**src/core/swc_pkg.sv**
```systemverilog
// package of the sleep/wake interrupt controller: map, timing and types
// assumes the controller clock is the device oscillator, four phases a cycle
package swc_pkg;

    // ---------------------------------------------------------------
    // register map, byte addresses on the plain register port
    // ---------------------------------------------------------------
    localparam logic [3:0]  ADDR_CTRL   = 4'h0;
    localparam logic [3:0]  ADDR_STAT   = 4'h4;
    localparam logic [3:0]  ADDR_EVT    = 4'h8;
    localparam logic [3:0]  ADDR_MASK   = 4'hC;

    // ---------------------------------------------------------------
    // oscillator modes held in the control register
    // ---------------------------------------------------------------
    localparam logic [1:0]  LOW_POWER_CRYSTAL_MODE      = 2'h0;
    localparam logic [1:0]  CRYSTAL_OSC_MODE            = 2'h1;
    localparam logic [1:0]  FAST_CRYSTAL_OSC_MODE       = 2'h2;
    localparam logic [1:0]  RESISTOR_CAPACITOR_OSC_MODE = 2'h3;
    localparam logic [1:0]  CTRL_RST                    = 2'h1;

    // ---------------------------------------------------------------
    // event bits, shared by the event and mask registers
    // ---------------------------------------------------------------
    localparam int          EVT_W       = 3;
    localparam int          EVT_WAKE    = 0;
    localparam int          EVT_NULL    = 1;
    localparam int          EVT_SLEEP   = 2;
    localparam logic [2:0]  MASK_RST    = 3'h0;

    // ---------------------------------------------------------------
    // timing: oscillator start-up delay and instruction cycle
    // ---------------------------------------------------------------
    localparam int          CLK_NS      = 20;
    localparam int          TOSC_NS     = 20;
    localparam int          OST_TOSC    = 1024;
    localparam int          OST_NS      = OST_TOSC * TOSC_NS;
    localparam int          OST_CYC     = (OST_NS + CLK_NS - 1) / CLK_NS;
    localparam logic [1:0]  LAST_PHASE  = 2'h3;
    localparam int          DUMMY_CYC   = 2;
    localparam int          NSRC        = 8;
    localparam logic [12:0] IRQ_VECTOR  = 13'h0004;

    // instruction-flow commands handed to the core, one bit each
    typedef struct packed {
        logic prefetch;    // fetch PC + 1 while power-down executes
        logic exec_next;   // run the prefetched instruction
        logic dummy;       // dummy cycle before vectoring
        logic vector;      // branch to the interrupt vector now
        logic resume;      // go on in line after power-down
        logic nullify;     // power-down completes as no-operation
    } swc_flow_t;

endpackage

```
**src/core/swc_ctrl.sv**
```systemverilog
// sleep/wake interrupt controller: power-down entry, wake and resume
// assumes interrupt sources and core share mclk_i; core presents the
// decoded power-down and watchdog-clear instructions in their Q1 phase
//
// Overview of operation
// - a source is pending when its enable and flag are both set
// - pending before power-down executes: instruction becomes a no-op
// - a nullified power-down leaves watchdog and both status flags alone
// - pending during or after power-down wakes the device at once
// - wake path: finish power-down, clear watchdog, set expiry, clear powerdown
// - crystal modes wait 1024 oscillator periods on wake; resistor mode does not
// - global enable set: run prefetched instruction, dummy cycles, then vector
// - global enable clear: continue in line after power-down, no vector
// - wake ignores the global enable, needs only the source enable
// - instruction at PC + 1 is prefetched while power-down executes
//
// Decided for this implementation: the address-and-strobe port and the address map.
`timescale 1ns/1ps

module swc_ctrl (
    input  wire logic                     mclk_i,            // device oscillator
    input  wire logic                     rst_n_i,           // async reset, low
    input  wire logic [swc_pkg::NSRC-1:0] irq_enable_i,      // per-source enables
    input  wire logic [swc_pkg::NSRC-1:0] irq_flag_i,        // per-source flags
    input  wire logic                     global_irq_enable_i, // core global enable
    input  wire logic                     sleep_instr_i,     // power-down in execute
    input  wire logic                     watchdog_clear_instr_i, // clear in execute
    input  wire logic                     wdt_timeout_i,     // watchdog expiry pulse
    input  wire logic [3:0]               addr_i,            // register address
    input  wire logic [31:0]              wdata_i,           // register write data
    input  wire logic                     wr_i,              // write strobe
    input  wire logic                     rd_i,              // read strobe
    output logic      [31:0]              rdata_o,           // read data, next cycle
    output logic      [1:0]               phase_o,           // instruction phase
    output swc_pkg::swc_flow_t            flow_o,            // flow commands
    output logic      [12:0]              vector_addr_o,     // interrupt vector
    output logic                          osc_run_o,         // oscillator driver on
    output logic                          sleeping_o,        // core held in sleep
    output logic                          wdt_clear_o,       // watchdog+postscaler clear
    output logic                          expiry_status_flag_o,    // status flag
    output logic                          powerdown_status_flag_o, // status flag
    output logic                          irq_o              // level interrupt
);

    // ---------------------------------------------------------------
    // sequencer state
    // ---------------------------------------------------------------
    typedef enum logic [2:0] {
        ST_RUN, ST_EXEC, ST_SLEEP, ST_OST, ST_NEXT, ST_DUMMY
    } swc_state_t;

    swc_state_t          state_ff;
    swc_state_t          nxt_state;
    logic [1:0]          phase_ff;
    logic [1:0]          nxt_phase;
    logic [10:0]         cnt_ff;
    logic [10:0]         nxt_cnt;
    swc_pkg::swc_flow_t  flow_ff;
    swc_pkg::swc_flow_t  nxt_flow;
    logic                wdt_clr_ff;
    logic                nxt_wdt_clr;
    logic                expiry_ff;
    logic                nxt_expiry;
    logic                pdown_ff;
    logic                nxt_pdown;
    logic [2:0]          new_evt;

    // register bank state
    logic [1:0]          ctrl_ff;
    logic [1:0]          nxt_ctrl;
    logic [2:0]          evt_ff;
    logic [2:0]          nxt_evt;
    logic [2:0]          mask_ff;
    logic [2:0]          nxt_mask;
    logic [31:0]         rdata_ff;
    logic [31:0]         nxt_rdata;

    logic                pending;
    logic                first_q;
    logic                last_q;
    logic                crystal;
    logic                wake;

    // ---------------------------------------------------------------
    // wake decode
    // ---------------------------------------------------------------
    // global enable deliberately absent: it steers only the resume path
    assign pending = |(irq_enable_i & irq_flag_i);
    assign first_q = (phase_ff == 2'h0);
    assign last_q  = (phase_ff == swc_pkg::LAST_PHASE);
    assign crystal = (ctrl_ff != swc_pkg::RESISTOR_CAPACITOR_OSC_MODE);
    // watchdog expiry during sleep also wakes; flags handle the difference
    assign wake    = pending | wdt_timeout_i;

    // next state of the wake path once power-down has completed
    function automatic swc_state_t wake_target(input logic xtal);
        wake_target = xtal ? ST_OST : ST_NEXT;
    endfunction

    // ---------------------------------------------------------------
    // sequencer: next values
    // ---------------------------------------------------------------
    always_comb begin
        nxt_state   = state_ff;
        nxt_cnt     = cnt_ff;
        nxt_flow    = '0;
        nxt_wdt_clr = 1'b0;
        nxt_expiry  = expiry_ff;
        nxt_pdown   = pdown_ff;
        new_evt     = 3'h0;
        // phases stop while the oscillator is off or settling
        if (state_ff == ST_SLEEP || state_ff == ST_OST) begin
            nxt_phase = 2'h0;
        end else begin
            nxt_phase = phase_ff + 2'h1;
        end
        if (wdt_timeout_i) begin
            nxt_expiry = 1'b0;
        end
        case (state_ff)
            ST_RUN: begin
                if (first_q && watchdog_clear_instr_i) begin
                    nxt_wdt_clr = 1'b1;
                    nxt_expiry  = 1'b1;
                    nxt_pdown   = 1'b1;
                end
                if (first_q && sleep_instr_i) begin
                    if (pending) begin
                        // no clear, no flag change: the cycle is a no-op
                        nxt_flow.nullify          = 1'b1;
                        new_evt[swc_pkg::EVT_NULL] = 1'b1;
                    end else begin
                        nxt_state         = ST_EXEC;
                        nxt_flow.prefetch = 1'b1;
                    end
                end
            end
            ST_EXEC: begin
                nxt_flow.prefetch = ~last_q;
                if (last_q) begin
                    // power-down always finishes before any wake
                    nxt_wdt_clr = 1'b1;
                    nxt_expiry  = 1'b1;
                    nxt_pdown   = 1'b0;
                    new_evt[swc_pkg::EVT_SLEEP] = 1'b1;
                    if (pending) begin
                        nxt_state = wake_target(crystal);
                        nxt_cnt   = 11'h000;
                        new_evt[swc_pkg::EVT_WAKE] = 1'b1;
                    end else begin
                        nxt_state = ST_SLEEP;
                    end
                end
            end
            ST_SLEEP: begin
                if (wake) begin
                    nxt_state = wake_target(crystal);
                    nxt_cnt   = 11'h000;
                    new_evt[swc_pkg::EVT_WAKE] = 1'b1;
                end
            end
            ST_OST: begin
                if (cnt_ff == 11'(swc_pkg::OST_CYC - 1)) begin
                    nxt_state = ST_NEXT;
                    nxt_cnt   = 11'h000;
                end else begin
                    nxt_cnt = cnt_ff + 11'h001;
                end
            end
            ST_NEXT: begin
                nxt_flow.exec_next = ~last_q;
                if (last_q) begin
                    nxt_cnt = 11'h000;
                    if (global_irq_enable_i) begin
                        nxt_state      = ST_DUMMY;
                        nxt_flow.dummy = 1'b1;
                    end else begin
                        nxt_state       = ST_RUN;
                        nxt_flow.resume = 1'b1;
                    end
                end else if (first_q) begin
                    nxt_flow.exec_next = 1'b1;
                end
            end
            ST_DUMMY: begin
                nxt_flow.dummy = 1'b1;
                if (last_q) begin
                    if (cnt_ff == 11'(swc_pkg::DUMMY_CYC - 1)) begin
                        nxt_state       = ST_RUN;
                        nxt_flow.dummy  = 1'b0;
                        nxt_flow.vector = 1'b1;
                    end else begin
                        nxt_cnt = cnt_ff + 11'h001;
                    end
                end
            end
            default: begin
                nxt_state = ST_RUN;
            end
        endcase
    end

    // sequencer registers; both status flags read one after power-up
    always_ff @(posedge mclk_i or negedge rst_n_i) begin
        if (!rst_n_i) begin
            state_ff   <= ST_RUN;
            phase_ff   <= 2'h0;
            cnt_ff     <= 11'h000;
            flow_ff    <= '0;
            wdt_clr_ff <= 1'b0;
            expiry_ff  <= 1'b1;
            pdown_ff   <= 1'b1;
        end else begin
            state_ff   <= nxt_state;
            phase_ff   <= nxt_phase;
            cnt_ff     <= nxt_cnt;
            flow_ff    <= nxt_flow;
            wdt_clr_ff <= nxt_wdt_clr;
            expiry_ff  <= nxt_expiry;
            pdown_ff   <= nxt_pdown;
        end
    end

    // ---------------------------------------------------------------
    // register bank: control, status, sticky events, mask
    // ---------------------------------------------------------------
    // an event landing in the clearing read survives: set beats clear
    always_comb begin
        nxt_ctrl  = ctrl_ff;
        nxt_mask  = mask_ff;
        nxt_evt   = evt_ff;
        nxt_rdata = 32'h0000_0000;
        if (wr_i && addr_i == swc_pkg::ADDR_CTRL) begin
            nxt_ctrl = wdata_i[1:0];
        end
        if (wr_i && addr_i == swc_pkg::ADDR_MASK) begin
            nxt_mask = wdata_i[2:0];
        end
        if (rd_i) begin
            case (addr_i)
                swc_pkg::ADDR_CTRL: nxt_rdata = {30'h0, ctrl_ff};
                swc_pkg::ADDR_STAT: nxt_rdata = {26'h0, state_ff, sleeping_o,
                                                 expiry_ff, pdown_ff};
                swc_pkg::ADDR_EVT: begin
                    nxt_rdata = {29'h0, evt_ff};
                    nxt_evt   = 3'h0;
                end
                swc_pkg::ADDR_MASK: nxt_rdata = {29'h0, mask_ff};
                default:            nxt_rdata = 32'h0000_0000;
            endcase
        end
        nxt_evt = nxt_evt | new_evt;
    end

    // register bank registers
    always_ff @(posedge mclk_i or negedge rst_n_i) begin
        if (!rst_n_i) begin
            ctrl_ff  <= swc_pkg::CTRL_RST;
            mask_ff  <= swc_pkg::MASK_RST;
            evt_ff   <= 3'h0;
            rdata_ff <= 32'h0000_0000;
        end else begin
            ctrl_ff  <= nxt_ctrl;
            mask_ff  <= nxt_mask;
            evt_ff   <= nxt_evt;
            rdata_ff <= nxt_rdata;
        end
    end

    // ---------------------------------------------------------------
    // outputs
    // ---------------------------------------------------------------
    assign rdata_o                 = rdata_ff;
    assign phase_o                 = phase_ff;
    assign flow_o                  = flow_ff;
    assign vector_addr_o           = swc_pkg::IRQ_VECTOR;
    assign sleeping_o              = (state_ff == ST_SLEEP);
    // driver is off only while asleep; start-up delay runs it again
    assign osc_run_o               = (state_ff != ST_SLEEP);
    assign wdt_clear_o             = wdt_clr_ff;
    assign expiry_status_flag_o    = expiry_ff;
    assign powerdown_status_flag_o = pdown_ff;
    assign irq_o                   = |(evt_ff & mask_ff);

endmodule

```
**config.mk**
```make
export PLATFORM = sky130hd
export DESIGN_NAME = swc_ctrl
export DESIGN_NICKNAME = d
export VERILOG_FILES = /design/src/core/swc_pkg.sv /design/src/core/swc_ctrl.sv
export SDC_FILE = /design/constraint.sdc
export NUM_CORES = 1
export LEC_CHECK = 0
export ABC_CLOCK_PERIOD_IN_PS = 4050
export BUFFER_PORTS_ARGS = -buffer_cell sky130_fd_sc_hd__clkbuf_2
export CORE_MARGIN = 2
export CORE_UTILIZATION = 45
export CTS_CLUSTER_DIAMETER = 100
export DETAILED_ROUTE_END_ITERATION = 16
export GPL_ROUTABILITY_DRIVEN = 0
export MAX_ROUTING_LAYER = met4
export PLACE_DENSITY = 0.81
export SLEW_MARGIN = 30
export SYNTH_ARGS = -nofsm -noshare
export SYNTH_HDL_FRONTEND = slang
export SYNTH_SLANG_ARGS = --single-unit
```
**constraint.sdc**
```tcl
create_clock -name mclk_i -period 4.05 [get_ports mclk_i]
set_input_delay 0.6075 -clock mclk_i [delete_from_list [all_inputs] [get_ports mclk_i]]
set_output_delay 0.6075 -clock mclk_i [all_outputs]
set_load 0.01 [all_outputs]
```
# == Word level (Yosys, flattened, before mapping) ==
# Index checks and enable logic that the tools add are counted.
# word_totals
regBits,65
# classes
eq_ne,24
bitwise_logic,5
addsub,2
reduce_logical,15
muxes,57
# op_table
operator,n
two-way mux 11 bit,7
case mux 11 bit (5 select lines),1
two-way mux 3 bit,13
two-way mux 1 bit,24
case mux 6 bit (4 select lines),1
inequality test 2 bit (second input constant),10
case mux 3 bit (6 select lines),1
case mux 1 bit (2 select lines),6
adder 11 x 1 -> 11 bit (second input constant),1
equality test 11 x 1 -> 1 bit (second input constant),1
equality test 11 x 10 -> 1 bit (second input constant),1
AND 8 bit,1
equality test 4 bit (second input constant),2
AND reduction 8 bit,1
OR reduction 8 bit,1
AND reduction 7 bit,1
equality test 3 x 2 -> 1 bit (second input constant),2
equality test 3 bit (second input constant),2
two-way mux 2 bit,3
two-way mux 6 bit,1
nonzero test 5 bit,1
equality test 4 x 3 -> 1 bit (second input constant),1
logical AND 1 bit,4
zero test 4 bit,1
other kinds (15),16

# == Depth between registers and ports, before layout ==
# depth
depth_word,6
depth_mapped,9
mapped_depth_nobuf,7

# == Worst setup path after synthesis ==
# OpenSTA, ideal clock, no wires.
# synth_path
kind,flip-flop to flip-flop
start,reg state_ff[2]
end,reg cnt_ff[4]
arrival_ns,1.928
stages_incl_launch_ff,10
setup_ns,0.096
period_less_slack_ns,2.023
setup_slack_ns,2.027
path_buffers,2
t_required_ns,3.954
cell_sequence,dfrtp_1 -> buf_4 -> clkbuf_1 -> inv_1 -> ha_1 -> inv_1 -> a41oi_1 -> or2_1 -> nand3_2 -> o31ai_1
# synth_between
elab_chain_cells,3
word_cells_on_any_way,14
classes_between,eq/ne (11); mux (1); reduce/logical (2)
# synth_lines
element,line_no,source
"start, declared",swc_ctrl.sv:52,swc_state_t state_ff;
"start signal, assigned",swc_ctrl.sv:214,state_ff <= nxt_state;
equality test 3 x 2 -> 1 bit (tied with other cells),swc_ctrl.sv:120,case (state_ff)
nonzero test 5 bit (no source line) (tied with other cells),--,
AND reduction 7 bit (no source line),--,
"end signal, assigned",swc_ctrl.sv:216,cnt_ff <= nxt_cnt;
"end, declared",swc_ctrl.sv:56,logic [10:0] cnt_ff;
# Parallel ways exist; a longest one is shown, timed or not.
# A chain may end at the register's enable or synchronous reset.

# == Final worst setup path ==
# layout_path
start,reg state_ff[1]
end,reg cnt_ff[9]
# The elaborated chain is that of the path after synthesis.

==> impl_results.md <==
- Worst VDD drop: about 0.22 mV
- Clock Tree Root: clkbuf_8
- Critical path arrival: roughly 2.6 ns
- First-pass GRT wire length: 8.94 mm
- Effective utilization at floorplan: 46.5%
- Sequential fraction of the synthesis area: between 30% and 40%
- Routed wl met3: 424 um
- Core area: 5470 um^2
- Synth top area cells: dfrtp_1 35%, buf_4 12%, ha_1 3.4%
- R2R Path Start: state_ff[1]
- Post-cts sizing count: 0
- WL met2: about 2.6 mm
- Most common cell after layout, fill and taps aside: clkbuf_2
- Largest net degree at the start of global routing: 40
- I/O pin cnt: ~120
- Critical path endpoint category: flop
- Grt total ovfl: 0
- Clk_skew: around 0.0052 ns
- Final wirelength: between 5 and 6 mm
- Rows: 27
- Worst R2R Setup Slack: 1.61 ns
- CP Class: flop to flop
- Measured slew at the worst slew-check pin: 0.804 ns
- PnR worst setup slack: approximately 1.6 ns
- Max Used Layer: met4
- LEAKAGE: approximately 1.3 nW
- Crit path required time: ~4.2 ns
- Post-route DRC violation count: 0
- NumNets Final: 385
- Status: finished clean
- Slew headroom: roughly 46%
- Final Max Slew Viols: 0
- CTS buffer count: 5
- Commonest cells after routing, fill and taps aside: 49 x clkbuf_2, 39 x conb_1, 36 x dfrtp_1, 21 x nand2_1, 17 x nor2_1
- # hold bufs at CTS: 0
- Worst-path cell chain: inv_2, ha_1, inv_1, a41oi_1, or2_1, nand3_2, o31ai_1
- Total power: approximately 1.6 mW
- CTS tree: done
- Fin util: 50.5%
- Share of layout cells above drive strength 1: about 24%
- Initial antenna violation count: 0
- Yosys top cell area share: between 30 and 40%
- Startpoint class of the critical path: flop
- Final Hold Viols: 0
- Synth async-reset ratio: 100%
- R2r endpoint: cnt_ff[9]
- Final setup viols: 0
- Synth warn: 0
- Slowest-stage cell, CP: dfrtp_1
- Number of synthesized flops with an enable pin: 0
- DP HPWL: ~4.1 mm
- # port buffers: 50
- Clock transition at path regs: approximately 0.080 ns
- Synthesized instance count: approximately 270
- Syn_area_per_cell: between 9 and 10 um^2
- Clk buf depth: 2
- Setup Fix Bufs, Post-CTS: 0
- Via Count: between 2000 and 2500
- Chip Width: roughly 79 um
- Clk_lat worst skew: slightly below 0.3 ns
- Synthesized cell area: 2540 um^2
- Worst path max stage delay: 0.71 ns
- RSZ-0062 raised after global routing: no
- Place WS: between 1 and 1.5 ns
- Per-cell routed wire length: 13.9 um
- Area delta synth->final: 8.61%
- Initial DRC count: between 100 and 150
- Worst min path class: primary input to asynchronous set/reset pin
- Vias in the first global route: between 1500 and 2000
- F_max: approximately 410 MHz
- Number of vias per cell: between 5 and 6
- Worst reg2reg path depth: 7
- Synth area leader: dfrtp_1
- Antenna diode count: 0
- Crit share post-route: 60.2%
- Die Area: 6270 um^2
- Antenna violation net count after detailed routing: 0
- MaxCap Viol Count: 0
- Period minus WS final: ~2.4 ns
- H-tree depth: 2
- Wl on met1: roughly 2.2 mm
- Synth unique cells: 58
- Chip Height: between 70 and 80 um
- Global-route usage over all layers: between 10% and 20%
- Pre-antenna DRT Iters: 4
- CTS sink cnt: 39
- Setup tns final: 0 ns
- Top_reg_cell synth: dfrtp_1
- Max Fanout on Critical Path: 17
- Cell Pwr Density: 563 nW/um^2
- Synthesized flop and latch total: 39
==> Yosys cell counts (2+ instances only) <==
| master | n |
|---|---|
| a21oi_1 | 5 |
| a22oi_1 | 6 |
| a311oi_1 | 2 |
| a31oi_1 | 8 |
| and2_1 | 3 |
| and3_1 | 4 |
| and4_1 | 2 |
| buf_2 | 2 |
| buf_4 | 41 |
| clkbuf_1 | 5 |
| conb_1 | 2 |
| dfrtp_1 | 36 |
| dfstp_2 | 3 |
| ha_1 | 7 |
| inv_1 | 12 |
| mux2_2 | 5 |
| mux4_2 | 2 |
| nand2_1 | 21 |
| nand3_1 | 8 |
| nand3_2 | 2 |
| nand3b_1 | 2 |
| nand4_1 | 5 |
| nor2_1 | 17 |
| nor2b_1 | 4 |
| nor3_1 | 6 |
| nor4_1 | 5 |
| nor4b_1 | 2 |
| o21ai_0 | 8 |
| o21ai_1 | 7 |
| o22ai_1 | 2 |
| o31ai_1 | 10 |
| or3_1 | 3 |
==> registers in the layout, indices dropped and copies added, names as in the netlist <==
name	count
cnt_ff	11
ctrl_ff	2
evt_ff	3
expiry_status_flag_o	1
flow_o	6
mask_ff	3
phase_o	2
powerdown_status_flag_o	1
rdata_o	6
state_ff	3
wdt_clear_o	1
==> worst max-delay path by stage <==
stage | startpoint | end | slack [ns] | depth (start not counted)
after global placement | irq_enable_i[1] | cnt_ff[5] | 1.50 | 6
after CTS | state_ff[1] | cnt_ff[4] | 1.65 | 7
final | state_ff[1] | cnt_ff[9] | 1.61 | 7
after global routing | state_ff[1] | cnt_ff[9] | 1.42 | 7
after detailed placement | irq_enable_i[1] | cnt_ff[5] | 1.44 | 6
after floorplan | state_ff[2] | cnt_ff[4] | 2.03 | 9
==> area by class of cell <==
| class | instances | area, um^2 |
|---|---|---|
| Tap cell | 72 | 90.1 |
| Multi-Input combinational cell | 209 | 1310 |
| Clock buffer | 6 | 72.6 |
| Clock inverter | 2 | 12.5 |
| Sequential cell | 39 | 980 |
| Timing Repair Buffer | 50 | 253 |
| Fill cell | 523 | 2710 |
| Inverter | 13 | 48.8 |
==> power by group <==
part | switching (mW) | internal [mW]
registers | 0.122 | 0.474
clock network | 0.137 | 0.120
logic | 0.427 | 0.274
==> logic make-up (layout without fill, tap and decap cells) <==
kind of cell / count (synthesis) / after routing / share of synthesized area [%]
adders and majority gates: 7 / 7 / 3.44
muxes: 8 / 8 / 4.38
other: 2 / 39 / 0.295
AOI/OAI and AO/OA: 61 / 61 / 16.8
and+or+nand+nor: 94 / 94 / 21.0
DFF: 39 / 39 / 38.5
buffers and inverters: 62 / 71 / 15.6
==> per-stage QoR <==
stage	cells	cell area (um^2)	hold WS (ns)
6_report	391	2760	0.270
5_1_grt	391	2760	0.308
4_1_cts	391	2760	0.494
3_5_place_dp	383	2680	0.484
3_3_place_gp	383	2680	0.472
2_1_floorplan	310	2680	0.312
==> critical path, delay by kind of cell (launching register included) <==
| kind | cells | cell delay [ns] |
|---|---|---|
| buffers and inverters | 2 | 0.24 |
| DFF | 1 | 0.71 |
| AOI/OAI and AO/OA | 2 | 0.55 |
| adders and majority gates | 1 | 0.36 |
| and+or+nand+nor | 2 | 0.47 |
==> per-layer routing <==
layer	vias up	global-route usage, %
met5	-	-
met4	0	7.41
met3	13	3.98
met2	110	30.5
met1	1000	22.6
li1	1002	-
(Power assumes the default switching activity.)
